--- src/core/pcmc_pkg.sv ---
package pcmc_pkg;

    // Register map, one aligned 32-bit word
    localparam logic [11:0] PCMC_ADDR_MODE_CTRL  = 12'h000;
    localparam logic [11:0] PCMC_ADDR_STATUS     = 12'h004;
    localparam logic [11:0] PCMC_ADDR_PWR_SAVE   = 12'h008;

    // Power mode control fields
    localparam int          PCMC_BIT_SLOW_ON     = 7;
    localparam int          PCMC_BIT_FAST_ON     = 6;
    localparam int          PCMC_BIT_DUAL_EN     = 5;
    localparam int          PCMC_BIT_CORE_SEL    = 4;
    localparam int          PCMC_BIT_RSVD        = 3;
    localparam int          PCMC_WIN_MSB         = 2;
    localparam logic [7:0]  PCMC_MODE_CTRL_RST   = 8'h40;

    // Legal upper-nibble patterns
    localparam logic [3:0]  PCMC_NIB_HIGH        = 4'h4;
    localparam logic [3:0]  PCMC_NIB_HS_DUAL     = 4'hc;
    localparam logic [3:0]  PCMC_NIB_DUAL        = 4'he;
    localparam logic [3:0]  PCMC_NIB_DUAL_LS     = 4'hf;
    localparam logic [3:0]  PCMC_NIB_LOW         = 4'hb;

    // Power save request field of the power save register
    localparam int          PCMC_BIT_IDLE_REQ    = 0;
    localparam int          PCMC_BIT_HALT_REQ    = 1;

    // Self reset pulse length in core cycles
    localparam int          PCMC_SELF_RST_CYCLES = 4;

    // Slow oscillator nominal frequency
    localparam int          PCMC_SLOW_OSC_HZ     = 32768;

    // Decoded operating modes, gray coded along high->dual->low
    typedef enum logic [1:0] {
        PCMC_MODE_HIGH = 2'b00,
        PCMC_MODE_DUAL = 2'b01,
        PCMC_MODE_LOW  = 2'b11
    } pcmc_mode_e;

    // Power save states
    typedef enum logic [1:0] {
        PCMC_PS_RUN  = 2'b00,
        PCMC_PS_IDLE = 2'b01,
        PCMC_PS_HALT = 2'b11
    } pcmc_ps_e;

endpackage : pcmc_pkg

--- src/core/pcmc_top.sv ---
// Functional notes
// Reset loads mode control with 40h
// Bit 7 switches slow oscillator
// Bit 6 switches fast oscillator
// Bit 5 picks idle timer clock
// Software stabilises slow oscillator first
// Bit 4 picks core clock source
// Software stabilises target clock first
// Mode decoded from bits 5 and 4
// Select without enable forces low speed
// Software writes zero to bit 3
// Low three bits feed idle window
// Illegal upper nibble resets the device
// Software steps modes in fixed order
// Software configures slow oscillator pins
// Idle keeps oscillator, timer, monitor running
// Halt stops all; option enables it
// Power save freezes everything but idle timer
// Slow 32 kHz pins, fast main input
// High speed after reset, via dual
// Leave dual: clear enable, then slow
// Check each write; reset within cycles
//
// The implementer's own choices: the address map and the APB interface to the registers.
`timescale 1ns/1ps
`default_nettype none

module pcmc_top
    import pcmc_pkg::*;
(
    // Clock and reset
    input  wire logic        CLK_I,
    input  wire logic        RST_I,
    // APB slave
    input  wire logic        PSEL_I,
    input  wire logic        PENABLE_I,
    input  wire logic        PWRITE_I,
    input  wire logic [11:0] PADDR_I,
    input  wire logic [31:0] PWDATA_I,
    input  wire logic [3:0]  PSTRB_I,
    output logic      [31:0] PRDATA_O,
    output logic             PREADY_O,
    output logic             PSLVERR_O,
    // Option and wake-up
    input  wire logic        HALT_ENABLE_OPT_I,
    input  wire logic        WAKEUP_I,
    // Oscillator control
    output logic             SLOW_OSC_ON_O,
    output logic             FAST_OSC_ON_O,
    output logic             IDLE_TIMER_SLOW_CLK_O,
    output logic             CORE_SLOW_CLK_O,
    output logic [1:0]       MODE_O,
    output logic [2:0]       IDLE_WINDOW_SELECT_O,
    // Power save gating
    output logic             CORE_RUN_O,
    output logic             FREEZE_O,
    output logic             OSC_RUN_O,
    output logic             IDLE_TIMER_RUN_O,
    output logic             CLOCK_MONITOR_RUN_O,
    // Self reset request
    output logic             SELF_RESET_O
);

    logic [7:0]       mode_ctrl_reg;
    logic [7:0]       mode_ctrl_next;
    pcmc_mode_e       mode;
    pcmc_ps_e         ps_reg;
    pcmc_ps_e         ps_next;
    logic [2:0]       rst_cnt_reg;
    logic             self_rst_reg;
    logic             illegal;
    logic             wake_s1_reg;
    logic             wake_s2_reg;
    logic             opt_s1_reg;
    logic             opt_s2_reg;
    logic             wr_en;
    logic             rd_en;
    logic             addr_ok;
    logic [3:0]       nib;

    assign wr_en   = PSEL_I && PENABLE_I && PWRITE_I;
    assign rd_en   = PSEL_I && PENABLE_I && !PWRITE_I;
    assign addr_ok = (PADDR_I == PCMC_ADDR_MODE_CTRL) || (PADDR_I == PCMC_ADDR_STATUS)
                     || (PADDR_I == PCMC_ADDR_PWR_SAVE);

    // Zero wait states; unmapped addresses answer with an error
    assign PREADY_O  = 1'b1;
    assign PSLVERR_O = PSEL_I && PENABLE_I && !addr_ok;

    // Only lane 0 carries the byte-wide register
    always_comb begin
        mode_ctrl_next = mode_ctrl_reg;
        if (wr_en && PADDR_I == PCMC_ADDR_MODE_CTRL && PSTRB_I[0]) begin
            mode_ctrl_next = PWDATA_I[7:0];
        end
    end

    // Self reset also reloads the register so the core regains a clock
    always_ff @(posedge CLK_I or posedge RST_I) begin
        if (RST_I) begin
            mode_ctrl_reg <= PCMC_MODE_CTRL_RST;
        end else if (self_rst_reg) begin
            mode_ctrl_reg <= PCMC_MODE_CTRL_RST;
        end else begin
            mode_ctrl_reg <= mode_ctrl_next;
        end
    end

    assign nib = mode_ctrl_reg[7:4];

    // Checked on the stored value, so the reset follows the write by one edge
    always_comb begin
        case (nib)
            PCMC_NIB_HIGH, PCMC_NIB_HS_DUAL, PCMC_NIB_DUAL,
            PCMC_NIB_DUAL_LS, PCMC_NIB_LOW: illegal = 1'b0;
            default:                        illegal = 1'b1;
        endcase
    end

    always_ff @(posedge CLK_I or posedge RST_I) begin
        if (RST_I) begin
            rst_cnt_reg  <= 3'h0;
            self_rst_reg <= 1'b0;
        end else if (self_rst_reg) begin
            if (rst_cnt_reg == 3'(PCMC_SELF_RST_CYCLES - 1)) begin
                self_rst_reg <= 1'b0;
                rst_cnt_reg  <= 3'h0;
            end else begin
                rst_cnt_reg  <= rst_cnt_reg + 3'h1;
            end
        end else if (illegal) begin
            self_rst_reg <= 1'b1;
        end
    end

    assign SELF_RESET_O = self_rst_reg;

    // Mode decode; select without enable falls to low speed
    always_comb begin
        case ({mode_ctrl_reg[PCMC_BIT_DUAL_EN], mode_ctrl_reg[PCMC_BIT_CORE_SEL]})
            2'b00:   mode = PCMC_MODE_HIGH;
            2'b10:   mode = PCMC_MODE_DUAL;
            2'b11:   mode = PCMC_MODE_LOW;
            2'b01:   mode = PCMC_MODE_LOW;
            default: mode = PCMC_MODE_HIGH;
        endcase
    end

    assign MODE_O = mode;

    // Slow source is the 32 kHz pin pair, fast source the main input
    assign SLOW_OSC_ON_O         = mode_ctrl_reg[PCMC_BIT_SLOW_ON];
    assign FAST_OSC_ON_O         = mode_ctrl_reg[PCMC_BIT_FAST_ON];
    assign IDLE_TIMER_SLOW_CLK_O = mode_ctrl_reg[PCMC_BIT_DUAL_EN];
    assign CORE_SLOW_CLK_O       = (mode == PCMC_MODE_LOW);
    assign IDLE_WINDOW_SELECT_O  = mode_ctrl_reg[PCMC_WIN_MSB:0];

    // Wake-up comes from a pin
    always_ff @(posedge CLK_I or posedge RST_I) begin
        if (RST_I) begin
            wake_s1_reg <= 1'b0;
            wake_s2_reg <= 1'b0;
        end else begin
            wake_s1_reg <= WAKEUP_I;
            wake_s2_reg <= wake_s1_reg;
        end
    end

    // Option strap comes from a pin as well, so it is synchronised like wake-up
    always_ff @(posedge CLK_I or posedge RST_I) begin
        if (RST_I) begin
            opt_s1_reg <= 1'b0;
            opt_s2_reg <= 1'b0;
        end else begin
            opt_s1_reg <= HALT_ENABLE_OPT_I;
            opt_s2_reg <= opt_s1_reg;
        end
    end

    // Power save entry; halt is ignored unless the option allows it
    always_comb begin
        ps_next = ps_reg;
        case (ps_reg)
            PCMC_PS_RUN: begin
                if (wr_en && PADDR_I == PCMC_ADDR_PWR_SAVE && PSTRB_I[0]) begin
                    if (PWDATA_I[PCMC_BIT_HALT_REQ] && opt_s2_reg) begin
                        ps_next = PCMC_PS_HALT;
                    end else if (PWDATA_I[PCMC_BIT_IDLE_REQ]) begin
                        ps_next = PCMC_PS_IDLE;
                    end
                end
            end
            PCMC_PS_IDLE: begin
                if (wake_s2_reg) begin
                    ps_next = PCMC_PS_RUN;
                end
            end
            PCMC_PS_HALT: begin
                if (wake_s2_reg) begin
                    ps_next = PCMC_PS_RUN;
                end
            end
            default: ps_next = PCMC_PS_RUN;
        endcase
    end

    always_ff @(posedge CLK_I or posedge RST_I) begin
        if (RST_I) begin
            ps_reg <= PCMC_PS_RUN;
        end else if (self_rst_reg) begin
            ps_reg <= PCMC_PS_RUN;
        end else begin
            ps_reg <= ps_next;
        end
    end

    // Idle stops execution only; halt stops the oscillator and idle timer too
    assign CORE_RUN_O          = (ps_reg == PCMC_PS_RUN);
    assign FREEZE_O            = (ps_reg != PCMC_PS_RUN);
    assign OSC_RUN_O           = (ps_reg != PCMC_PS_HALT);
    assign IDLE_TIMER_RUN_O    = (ps_reg != PCMC_PS_HALT);
    assign CLOCK_MONITOR_RUN_O = (ps_reg != PCMC_PS_HALT);

    // Read data is registered on the setup phase address
    always_ff @(posedge CLK_I or posedge RST_I) begin
        if (RST_I) begin
            PRDATA_O <= 32'h0;
        end else if (PSEL_I && !PENABLE_I && !PWRITE_I) begin
            case (PADDR_I)
                PCMC_ADDR_MODE_CTRL: PRDATA_O <= {24'h0, mode_ctrl_reg};
                PCMC_ADDR_STATUS:    PRDATA_O <= {28'h0, self_rst_reg, illegal, mode};
                PCMC_ADDR_PWR_SAVE:  PRDATA_O <= {30'h0, ps_reg};
                default:             PRDATA_O <= 32'h0;
            endcase
        end
    end

endmodule : pcmc_top

`default_nettype wire

--- config.mk ---
export PLATFORM = sky130hd
export DESIGN_NAME = pcmc_top
export DESIGN_NICKNAME = d
export VERILOG_FILES = /design/src/core/pcmc_pkg.sv /design/src/core/pcmc_top.sv
export SDC_FILE = /design/constraint.sdc
export NUM_CORES = 1
export LEC_CHECK = 0
export BUFFER_PORTS_ARGS = -buffer_cell sky130_fd_sc_hd__buf_4
export CORE_MARGIN = 5
export CORE_UTILIZATION = 40
export DETAILED_ROUTE_END_ITERATION = 6
export HOLD_SLACK_MARGIN = 0.1
export PLACE_DENSITY_LB_ADDON = 0.25
export SLEW_MARGIN = 20
export SYNTH_ARGS = -nofsm -noshare
export SYNTH_HDL_FRONTEND = slang
export SYNTH_SLANG_ARGS = --single-unit
--- constraint.sdc ---
create_clock -name CLK_I -period 2.1 [get_ports CLK_I]
set_clock_uncertainty 0.1 [all_clocks]
set_input_delay 0.42 -clock CLK_I [delete_from_list [all_inputs] [get_ports CLK_I]]
set_output_delay 0.42 -clock CLK_I [all_outputs]
set_load 0.05 [all_outputs]
==> results of run 1 <==
worst max-delay path: cells and delay by family:
kind / cells / cell delay [ns]
AND/OR/NAND/NOR: 2 / 0.66
buffers and inverters: 3 / 0.38
AO/OA/AOI/OAI: 1 / 0.08
cells by family (layout without fill, tap and decap cells):
kind of cell               after synthesis  after routing  share of synthesized area [%]
AOI/OAI and AO/OA                       20             20                           8.89
buffers and inverters                   41             72                           18.8
adders and majority gates                1              1                          0.872
muxes                                   11             11                           7.85
other                                    2             25                          0.523
and+or+nand+nor                         49             49                           17.6
DFF                                     26             26                           45.4
through the flow:
stage                     setup TNS [ns]  area (um2)  hold slack (ns)  utilization (%)  setup WS, ns
after CTS                       -0.00314        1870            0.214             54.7      -0.00314
after detailed placement           -1.22        1780            0.239             52.2        -0.153
final                                  0        1880            0.217             54.9        0.0337
after global routing           -0.000560        1880            0.221             54.9     -0.000560
after global placement             -1.12        1780            0.234             52.2        -0.142
after floorplan                  -0.0323        1530            0.231                -      -0.00693
synth_stat cells (all sizes together), types with 2 or more instances:
| library cell | instances |
|---|---|
| inv | 5 |
| mux2 | 2 |
| nand3 | 2 |
| nand2 | 15 |
| nand4 | 3 |
| nor2 | 11 |
| buf | 31 |
| or4 | 4 |
| o2bb2ai | 2 |
| dfrtp | 25 |
| nor3 | 3 |
| nand2b | 6 |
| conb | 2 |
| clkbuf | 5 |
| or2 | 3 |
| a21oi | 3 |
| a22oi | 2 |
| o21ai | 8 |
| mux2i | 9 |
power groups by stage:
stage	logic (W)	clock network, W	registers (W)
finish	0.000210	0.000257	0.000528
global route	0.000226	0.000278	0.000531
CTS	0.000211	0.000264	0.000528
detailed placement	0.000203	0	0.000538
global placement	0.000198	0	0.000535
floorplan	0.000178	0	0.000534
cell usage in the layout (no fill, tap or decap), types with 5 or more instances in the layout:
cell / synthesis / final
buf_4: 31 / 57
conb_1: 2 / 25
dfrtp_1: 25 / 25
inv_1: 5 / 5
mux2i_1: 9 / 9
nand2_1: 15 / 15
nand2b_1: 6 / 6
nor2_1: 11 / 10
o21ai_1: 5 / 5
what timing repair did:
item                                    4_1_cts  5_1_grt
pin swaps                                     3        2
endpoints found under the setup margin        1        1
cloned                                        0        0
setup buffers                                 1        1
hold buffers                                  3        0
endpoints found under the hold margin        27        0
gates resized for setup                       5        0
routing by layer:
metal / up-vias / part of all wire, % / track usage [%] / wire length, um
met2: 43 / 53 / 24.7 / 1740
li1: 555 / - / - / -
met1: 532 / 39 / 14.3 / 1260
met3: 2 / 7.5 / 3.16 / 244
met4: 0 / 0.52 / 2.55 / 17
met5: - / 0 / 0 / 0
worst paths after layout:
path	slack (ns)	end	startpoint	depth (start not counted)
worst max-delay path	0.03	PSLVERR_O	PADDR_I[6]	6
worst min-delay path	0.22	mode_ctrl_reg[6]	PWDATA_I[6]	3
worst max register to register	0.68	PRDATA_O[0]	mode_ctrl_reg[4]	4
worst min register to register	0.27	wake_s2_reg	wake_s1_reg	0
max in group asynchronous	1.03	mode_ctrl_reg[6]	RST_I	4
min in group asynchronous	0.58	wake_s1_reg	RST_I	4
cell type report:
| class | instances | area, um2 | share of cell area, % |
|---|---|---|---|
| clock buffers | 4 | 36.3 | 1.93 |
| multi-input cells | 106 | 621 | 33.1 |
| flip-flops and latches | 26 | 652 | 34.7 |
| inverters | 5 | 18.8 | 1.00 |
| repair buffers | 63 | 492 | 26.2 |
| well taps | 46 | 57.6 | 3.07 |
==> summary.md, run 1 <==
The flow ran to the end, and the final reports show no timing, DRC or antenna violations. The number of hold violations in the final report came out at 0. For this run, the leading register cell type out of synthesis is dfrtp_1.

In this run the standard cell core region covers 3420 um2. The final count of negative-setup-slack endpoints is 0, and the gate count after technology mapping is 150. The number of violations of the max-capacitance limit came out at 0. The average wire per cell in the routed design came out at 13.1 um.

Startpoint-to-endpoint class of the critical path: input port to output port. TritonCTS built the clock tree. During placement, the flow inserted port buffers numbering 51. The die is 69.9 um wide.

For the number of warnings reported in the yosys synthesis log, the log shows 0. The portion of total power attributed to combinational logic was 21.1%; the maximum clock insertion buffer count was 2. The run gives 0.484 GHz as the top achievable clock speed.

After floorplanning, the core was divided into 21 placement rows. The power density relative to cell area works out to 530 nW/um2. The most numerous cell on the critical path is buf_6. Summing internal, switching and leakage power gives 0.000994 W. In the routed design, unresolved DRC markers number 0. Summing every instance area after synthesis gives 1440 um2. The worst pin sits at a relative slew slack of 65.7%. The final critical path takes up 98.4% of the cycle. The logs give 0 for the number of antenna violations at the first check in global routing and 1 for the level count of the clock H-tree. Synthesis-to-finish area growth: 30.8%.

The critical path required time came out at 1.58 ns. The run gives 30 as the count of different cell masters after synthesis. After filler insertion, the fill cell instance count of the layout stands at 341. The wire-length estimate of the detail-placed layout is 2.71 mm. The clock-pin slew reported for the worst setup and hold paths after clock tree synthesis came out at 0.14 ns. STA classifies the critical path endpoint as an output port. The final layout contains 261 nets. After synthesis, the largest area contributor takes up 43.6% of total cell area.

In the routed layout, each cell is associated on average with a via count of 4.53. For this run, the detailed router's first-pass iteration total came to 4. Antenna diode count: 0.

The library cell contributing the largest single delay on the critical path is or4_4. The last weighted congestion value of the routability-driven placer was 0.786. Number of synthesized flops with an enable pin: 0. The path class of the tightest hold or removal check is input port to flip-flop. Global routing used 12.9% of the available tracks. The layout cell share with drive strength beyond 1 works out to 37.3%.

After detailed placement, the design holds a cell count of 242. Internal power comes to 0.000683 W. STA classifies the critical path startpoint as an input port. Sequential cells account for 53.1% of the total power. After synthesis, flip-flops and latches occupy 45.4% of the total area.

The die is 69.9 um tall. The die covers 4890 um2. In this run switching power makes up 31.4% of total power. Summed over all cells, the static leakage comes to 1.00 nW.

Entering global routing, the biggest net connects 27 pins. The via count of the first global-routing pass was 1151. The number of clock buffers inserted by TritonCTS came out at 3. After the first detailed-routing iteration, the DRC count stood at 51. The cell sitting at the root of the clock tree is a clkbuf_4. STA puts the critical path data arrival time at 1.55 ns.

The tools report the sum of overflow across all layers after global routing as 0. Across the VDD grid, the largest voltage drop is 0.459 mV. The fraction of registers with async set or reset after synthesis was 100%.

The first global-routing pass estimated 5.19 mm of wire. The tools report the number of I/O pins as 104. The synthesized design spends more area on one cell type than any other, namely dfrtp_1. Longest individual stage delay on the worst path: 0.53 ns.

Via total after detailed routing: 1132. The number of flip-flops and latches in the synthesized netlist came out at 26. The routed design has 3.27 mm of wire. Insertion delay to the later sink of the worst-skew pair: 0.33 ns. After synthesis, the cell types taking the most area are dfrtp_1, buf_4, mux2i_1. The maximum fanout along the worst path was 2. For this design, the sink count on the clock tree is 26.

Walking the worst path, the cells encountered are buf_6 -> or4_4 -> buf_6 -> nor3_4 -> a21oi_2 -> buf_6. In this run, the clock network consumes 25.8% of the power. The net load switching power was 0.000312 W; the per-instance average area after synthesis was 9.57 um2. For the pin with the worst max-slew slack, the measured transition is 0.514 ns. The starting utilization of the core area was 42.0%; the number of nets with antenna violations after routing was 0. The time the worst path needs with I/O delays and setup is 2.07 ns.

The final standard cell count with taps included and fillers excluded is 250, and the max-slew violation count is 0.
No activity file was read; power rests on OpenSTA's default activity.
==> run 2: changes to the inputs <==
ABC_CLOCK_PERIOD_IN_PS = 2100   (was default)
CELL_PAD_IN_SITES_DETAIL_PLACEMENT = 1   (was default)
CELL_PAD_IN_SITES_GLOBAL_PLACEMENT = 1   (was default)
CORE_UTILIZATION = 28   (was 40)
==> run 2 against run 1 <==
  * Fmax decreased by 0.20%
  * Die area rose by 36%
  * Clock power rose by 64%
  * Critical path type unchanged
  * Final cell count grew 9.2%
  * Non-clock buffer count shrank 1
  * Critical path depth unchanged
  * Design area rose by 3.2%
  * Flip-flop and latch count unchanged
  * Count of clock-buffer cells in the layout shrank 1
  * Combinational power grew 2%
  * Largest power group unchanged
==> summary.md, run 2 (synthesized netlist as in run 1, its figures left out) <==
The worst setup path is of the input port to output port kind. Clock tree synthesis selected as its root buffer the cell clkbuf_8. The aggregate global-route resource usage was 11.2% (-1.7 points); the layout cell share with drive strength beyond 1 was 37.9% (+0.68 points). The number of I/O port buffers is 51 (unchanged). The tools report the static power due to leakage as 1.02 nW (+1.4%).

In the layout the commonest cells are buf_4, dfrtp_1, conb_1, nand2_1, nor2_1. The area of the die came out at 6660 um2 (+36%). The clock network power share came out at 36.4% (+11 points). The tools report the maximum clock insertion buffer count as 2 (unchanged). For the number of sinks handled by clock tree synthesis, the log shows 26 (unchanged). The worst-case reg-to-reg path depth is 4 (unchanged).

The logs give 0 (unchanged) for the number of hold violations in the final report and 26 (+24%) for the placement row count. The tools report the met3 routed wirelength as 225 um (-7.8%). The critical path starts at PADDR_I[5]. The count of buffering cells on the critical path with inverters included was 3 (unchanged). The run gives 0.27 ns (-0.06 ns) as the insertion delay to the later sink of the worst-skew pair. The logs give 5040 um2 (+48%) for the total core area and 0.000329 W (+5.7%) for the net load switching power. For the number of iterations in the first detailed-routing pass, the log shows 4 (unchanged). The largest net degree at the start of global routing is 17 (-37%), and the longest individual stage delay on the worst path is 0.53 ns (about the same). The tools report the capturing instance or port of the critical path as PSLVERR_O.

The horizontal die dimension was 81.6 um (+17%); the antenna diode count was 0 (unchanged). The worst register-to-register path ends at PRDATA_O[0]. For the final core utilization, the log shows 38.4% (-17 points).

The vertical die dimension works out to 81.6 um (+17%). The run gives 0 (unchanged) as the remaining routing DRC violations. The tools report the portion of total power attributed to combinational logic as 18.4% (-2.7 points).

The tools report the slack of the worst reg-to-reg path as 0.67 ns (about the same). The via total after detailed routing is 1151 (+1.7%). The total wire length was 3.66 mm (+12%). The library cell used most frequently in the layout, excluding fill and tap cells, is buf_4. For the critical path required time, the log shows 1.58 ns (about the same). Via count of the first global-routing pass: 1223 (+6.3%).

The post-route fraction of the period consumed by the critical path works out to 98.6% (+0.20 points). The tools report the top achievable clock speed as 0.483 GHz (-0.20%). STA classifies the critical path endpoint as an output port. The met2 wire length was 1.95 mm (+12%). The tools report the number of I/O pins as 104 (unchanged). The logs give 3.05 mm (+13%) for the post-DP HPWL and -0.174 ns (-0.0205 ns) for the post-placement worst setup slack. The final worst slack was 0.0295 ns (-0.00420 ns); the average wire per cell in the routed design was 13.4 um (+2.4%).

Area of all placed cells without fillers: 1940 um2 (+3.2%). The level count of the clock H-tree came out at 1 (unchanged). Launch instance of the worst register-to-register path: mode_ctrl_reg[4]. Setup repair after global routing could not meet its margin everywhere. Starting utilization of the core area: 28.5% (-14 points).

The area of placed instances is 1820 um2 (+2.1%). The clock-pin slew reported for the worst setup and hold paths after clock tree synthesis came out at 0.10 ns (-0.04 ns). The run gives 0 (unchanged) as the sum of overflow across all layers after global routing. Number of violations of the max-capacitance limit: 0 (unchanged). Grouping stages by cell kind, the critical path spends the most delay in simple AND/OR/NAND/NOR gates. For the number of antenna violations at the first check in global routing, the log shows 0 (unchanged).

The tools report the routed metal-1 wire length as 1.46 mm (+16%). For the arrival time at the worst endpoint, the log shows 1.55 ns (about the same). TritonCTS built the clock tree.

The uppermost metal layer occupied by signal nets is met4. The final count of negative-setup-slack endpoints was 0 (unchanged). The most numerous cell type found on the critical path is buf_6. The synthesis-to-finish area growth came out at 35.0%. The library cell contributing the largest single delay on the critical path was or4_4. The number of clock buffers inserted by TritonCTS is 3 (unchanged), and the time the worst path needs with I/O delays and setup is 2.07 ns (+0.00420 ns). The net total in the final layout was 260 (-0.38%). The wire length of the first global-routing pass was 5.84 mm (+13%); the power density relative to cell area was 599 nW/um2 (+13%). The tools report the violation count after the first detailed-route iteration as 22 (-57%). The maximum fanout along the worst path came out at 2 (unchanged). The cell internal power dissipation was 0.000832 W (+22%); the depth of the critical timing path with buffers and inverters included was 6 (unchanged). Walking the worst path, the cells encountered are buf_6 -> or4_4 -> buf_6 -> nor3_4 -> a21oi_2 -> buf_6.

The peak ir drop on the vdd network is 0.277 mV (-40%), and the average vias per placed instance is 4.22 (-6.9%). STA classifies the critical path startpoint as an input port. The max-slew violation count is 0 (unchanged), and the number of nets with antenna violations after routing is 0 (unchanged). The register share of total power is 45.2% (-7.9 points), and the last weighted congestion value of the routability-driven placer is 0.752 (-4.3%). The switching share of total power is 28.4% (-3.0 points). In this run the worst hold path is classified as input port to flip-flop. The run finished with clean final reports.
run 2: cell count changes in the layout (fill, tap and decap cells not counted), sizes merged:
cell         delta
clkbuf          -1
buf             +1
bufinv          +1
dlygate4sd3     -2
run 2: through the flow:
step	hold slack, ns	instances	setup TNS (ns)	total power (W)
after floorplan	0.231	173	-0.0323	0.000712
after global placement	0.232	267	-1.13	0.000736
after detailed placement	0.236	267	-1.38	0.000743
after CTS	0.141	273	-0.0154	0.00117
after global routing	0.133	273	-0.0158	0.00121
final	0.147	273	0	0.00116
run 2: worst min-delay path by stage:
stage,cells past startpoint,slack (ns),end,from
final,1,0.15,wake_s1_reg,WAKEUP_I
after global routing,1,0.13,wake_s1_reg,WAKEUP_I
after CTS,1,0.14,wake_s1_reg,WAKEUP_I
after detailed placement,0,0.24,wake_s2_reg,wake_s1_reg
after global placement,0,0.23,wake_s2_reg,wake_s1_reg
after floorplan,0,0.23,opt_s2_reg,opt_s1_reg
run 2: power by group through the flow:
stage | logic [W] | clock network [W] | registers [W]
after floorplan | 0.000178 | 0 | 0.000534
after global placement | 0.000202 | 0 | 0.000534
after global routing | 0.000231 | 0.000454 | 0.000527
after detailed placement | 0.000207 | 0 | 0.000535
after CTS | 0.000213 | 0.000436 | 0.000525
final | 0.000214 | 0.000422 | 0.000525
run 2: cell type report:
cell class,count,area [um2]
tap,70,87.6
multi-input combinational,106,621
fill,596,3110
clock inverter,1,30.0
inverter,5,18.8
clock buffer,3,41.3
timing repair buffer,62,487
sequential,26,652
run 2: per-layer routing:
| layer | vias up | GRT usage, % |
|---|---|---|
| met3 | 2 | 2.41 |
| met5 | - | 0 |
| met2 | 40 | 20.0 |
| met4 | 0 | 2.66 |
| met1 | 557 | 13.7 |
| li1 | 552 | - |
run 2: what timing repair did:
item	in CTS	in global routing
endpoints found under the hold margin	9	0
pin swaps	3	3
hold buffers	1	0
setup endpoints to repair	1	1
gates resized for setup	6	1
buffers inserted	2	0
==> run 3: changes to the inputs <==
SETUP_SLACK_MARGIN = 0.5   (was default)
==> run 3 against run 2 <==
  * Setup slack improved by 0.00054 ns
  * Fmax about the same
  * Hold slack about the same
  * Combinational power up 2%
  * Power shrank 11%
  * Flip-flop and latch count is the same
  * Non-clock buffer count rose by 3
  * Clock power decreased by 32%
  * Sequential share of layout area shrank 1.4 points
  * Count of clock-buffer cells in the layout up 1
  * Largest cell class is now multi-input gates
==> summary.md, run 3 (synthesized netlist as in run 1, its figures left out) <==
TritonCTS built the clock tree. The post-route fraction of the period consumed by the critical path was 98.6% (about the same). The final-layout worst hold slack was 0.147 ns (-0.0000490 ns); the final worst slack was 0.0301 ns (+0.000544 ns). In the layout the commonest cells are buf_4, conb_1, dfrtp_1, nand2_1.

The worst setup path is launched from an input port. The arrival time at the worst endpoint was 1.55 ns (about the same); the top achievable clock speed was 0.483 GHz (about the same). The final core utilization came out at 40.3% (+1.9 points).

The logs give 3.80 mm (+3.8%) for the total wire length and 28.5% (unchanged) for the starting utilization of the core area. The via count of the first global-routing pass was 1240 (+1.4%). Critical path capture point type: an output port.

The most frequent standard cell in the layout excluding fill and tap cells was buf_4. The maximum clock insertion buffer count is 2 (unchanged). Area of placed instances: 1820 um2 (+0.28%).

The violation count after the first detailed-route iteration was 37 (+68%). By instance count, the cell type seen most on the critical path is buf_6. For the number of I/O pins, the log shows 104 (unchanged). For the number of iterations in the first detailed-routing pass, the log shows 2 (-2). The library cell contributing the largest single delay on the critical path was or4_4.

Static power due to leakage: 1.06 nW (+3.8%). The number of I/O port buffers works out to 51 (unchanged). The run finished with clean final reports. The area of the die came out at 6660 um2 (unchanged). The area of all placed cells without fillers was 2030 um2 (+5.0%); the placement row count was 26 (unchanged). The logs give 0.27 ns (about the same) for the insertion delay to the later sink of the worst-skew pair and 276 (+1.1%) for the final standard cell count with taps included and fillers excluded. The logs give 0 (unchanged) for the number of antenna violations at the first check in global routing and 16 (-1) for the largest net degree at the start of global routing. The run gives 0 (unchanged) as the antenna diode count.

The startpoint-to-endpoint class of the critical path is input port to output port. The sum of overflow across all layers after global routing was 0 (unchanged). The critical path goes through buf_6 -> or4_4 -> buf_6 -> nor3_4 -> a21oi_2 -> buf_6.

The vertical die dimension is 81.6 um (unchanged), and the critical path required time is 1.58 ns (about the same). The logs give 1 (unchanged) for the level count of the clock H-tree and 3 (unchanged) for the number of clock buffers inserted by TritonCTS. CTS placed an instance of clkbuf_8 at the clock tree root. Setup repair after global routing could not meet its margin everywhere. The tools report the total core area as 5040 um2 (unchanged).

The path type of the worst min-delay path is input port to flip-flop. The final count of negative-setup-slack endpoints was 0 (unchanged); the clock-pin slew reported for the worst setup and hold paths after clock tree synthesis was 0.09 ns (about the same). The power density relative to cell area is 507 nW/um2 (-15%). The time the worst path needs with I/O delays and setup is 2.07 ns (-0.000544 ns). The tools report the number of nets with antenna violations after routing as 0 (unchanged). The tools report the wire length of the first global-routing pass as 5.84 mm (unchanged). Layout cell share with drive strength beyond 1: 47.6% (+9.6 points). The average vias per placed instance is 4.25 (+0.80%).

The horizontal die dimension came out at 81.6 um (unchanged). Synthesis-to-finish area growth: 41.7%. The run gives 0.327 mV (+18%) as the peak ir drop on the vdd network. The max-slew violation count is 0 (unchanged), and the average wire per cell in the routed design is 13.8 um (+2.7%). The longest individual stage delay on the worst path is 0.53 ns (about the same), and the last weighted congestion value of the routability-driven placer is 0.734 (-2.4%). The via total after detailed routing was 1173 (+1.9%); the placed cell count was 266 (-0.37%).

The number of sinks handled by clock tree synthesis was 26 (unchanged); the post-placement worst setup slack was -0.106 ns (+0.0681 ns). The maximum fanout along the worst path came out at 2 (unchanged). The logs give 11.3% (+0.077 points) for the aggregate global-route resource usage and 0 (unchanged) for the remaining routing DRC violations. The net total in the final layout was 263 (+1.2%); the number of violations of the max-capacitance limit was 0 (unchanged). For the post-DP HPWL, the log shows 3.11 mm (+1.8%).

Number of hold violations in the final report: 0 (unchanged).
## run 3: cell count changes in the layout (fill, tap and decap cells not counted), moves of 3 or more
cell	before	now
dfrtp_1	25	22
nand2_2	0	3
o21ai_2	0	5
nand2_1	15	11
o21ai_1	5	2
buf_6	5	10
buf_4	56	53
dfrtp_2	0	3
## run 3: timing repair
item                                    4_1_cts  5_1_grt
resized for setup                            21       14
cloned                                        0        0
endpoints found under the setup margin       24       26
buffers inserted                              3        2
hold buffers                                  1        0
endpoints found under the hold margin        10        0
pin swaps                                    15       12
## run 3: path summary, 6_finish.rpt
path / slack [ns] / end / startpoint / cells after the start
max: 0.03 / PSLVERR_O / PADDR_I[5] / 6
max in group asynchronous: 0.74 / ps_reg[0] / RST_I / 4
min in group asynchronous: 0.58 / mode_ctrl_reg[0] / RST_I / 3
max reg2reg: 0.78 / PRDATA_O[2] / mode_ctrl_reg[4] / 4
min reg2reg: 0.27 / opt_s2_reg / opt_s1_reg / 0
min: 0.15 / wake_s1_reg / WAKEUP_I / 1
## run 3: routing by layer
metal	vias up	global-route usage [%]	part of all wire, %	wire, um
met2	31	22.2	56	2120
met4	0	1.50	0.47	18
met3	3	2.85	6.4	243
met1	578	12.3	37	1410
met5	-	0	0	0
li1	561	-	-	-
## run 3: stage by stage
step                total power, W  setup TNS [ns]
finish                     0.00103               0
global route               0.00108         -0.0187
CTS                        0.00104         -0.0127
detailed placement        0.000745          -0.820
global placement          0.000738          -0.624
floorplan                 0.000713               0
## run 3: critical path: cells and delay by family
kind / cells / cell delay, ns
simple gates: 2 / 0.66
compound gates: 1 / 0.08
buf+inv: 3 / 0.38
## run 3: area by class of cell
class	instances	area (um2)
Fill cell	613	3010
Multi-Input combinational cell	106	691
Sequential cell	26	656
Timing Repair Buffer	65	536
Tap cell	70	87.6
Clock buffer	4	45.0
Inverter	5	18.8
## run 3: power breakdown
| part | total, W | switching, W | internal [W] |
|---|---|---|---|
| logic | 0.000218 | 0.000155 | 0.0000625 |
| clock network | 0.000287 | 0.000151 | 0.000136 |
| registers | 0.000526 | 0.0000103 | 0.000516 |
| total | 0.00103 | 0.000317 | 0.000714 |
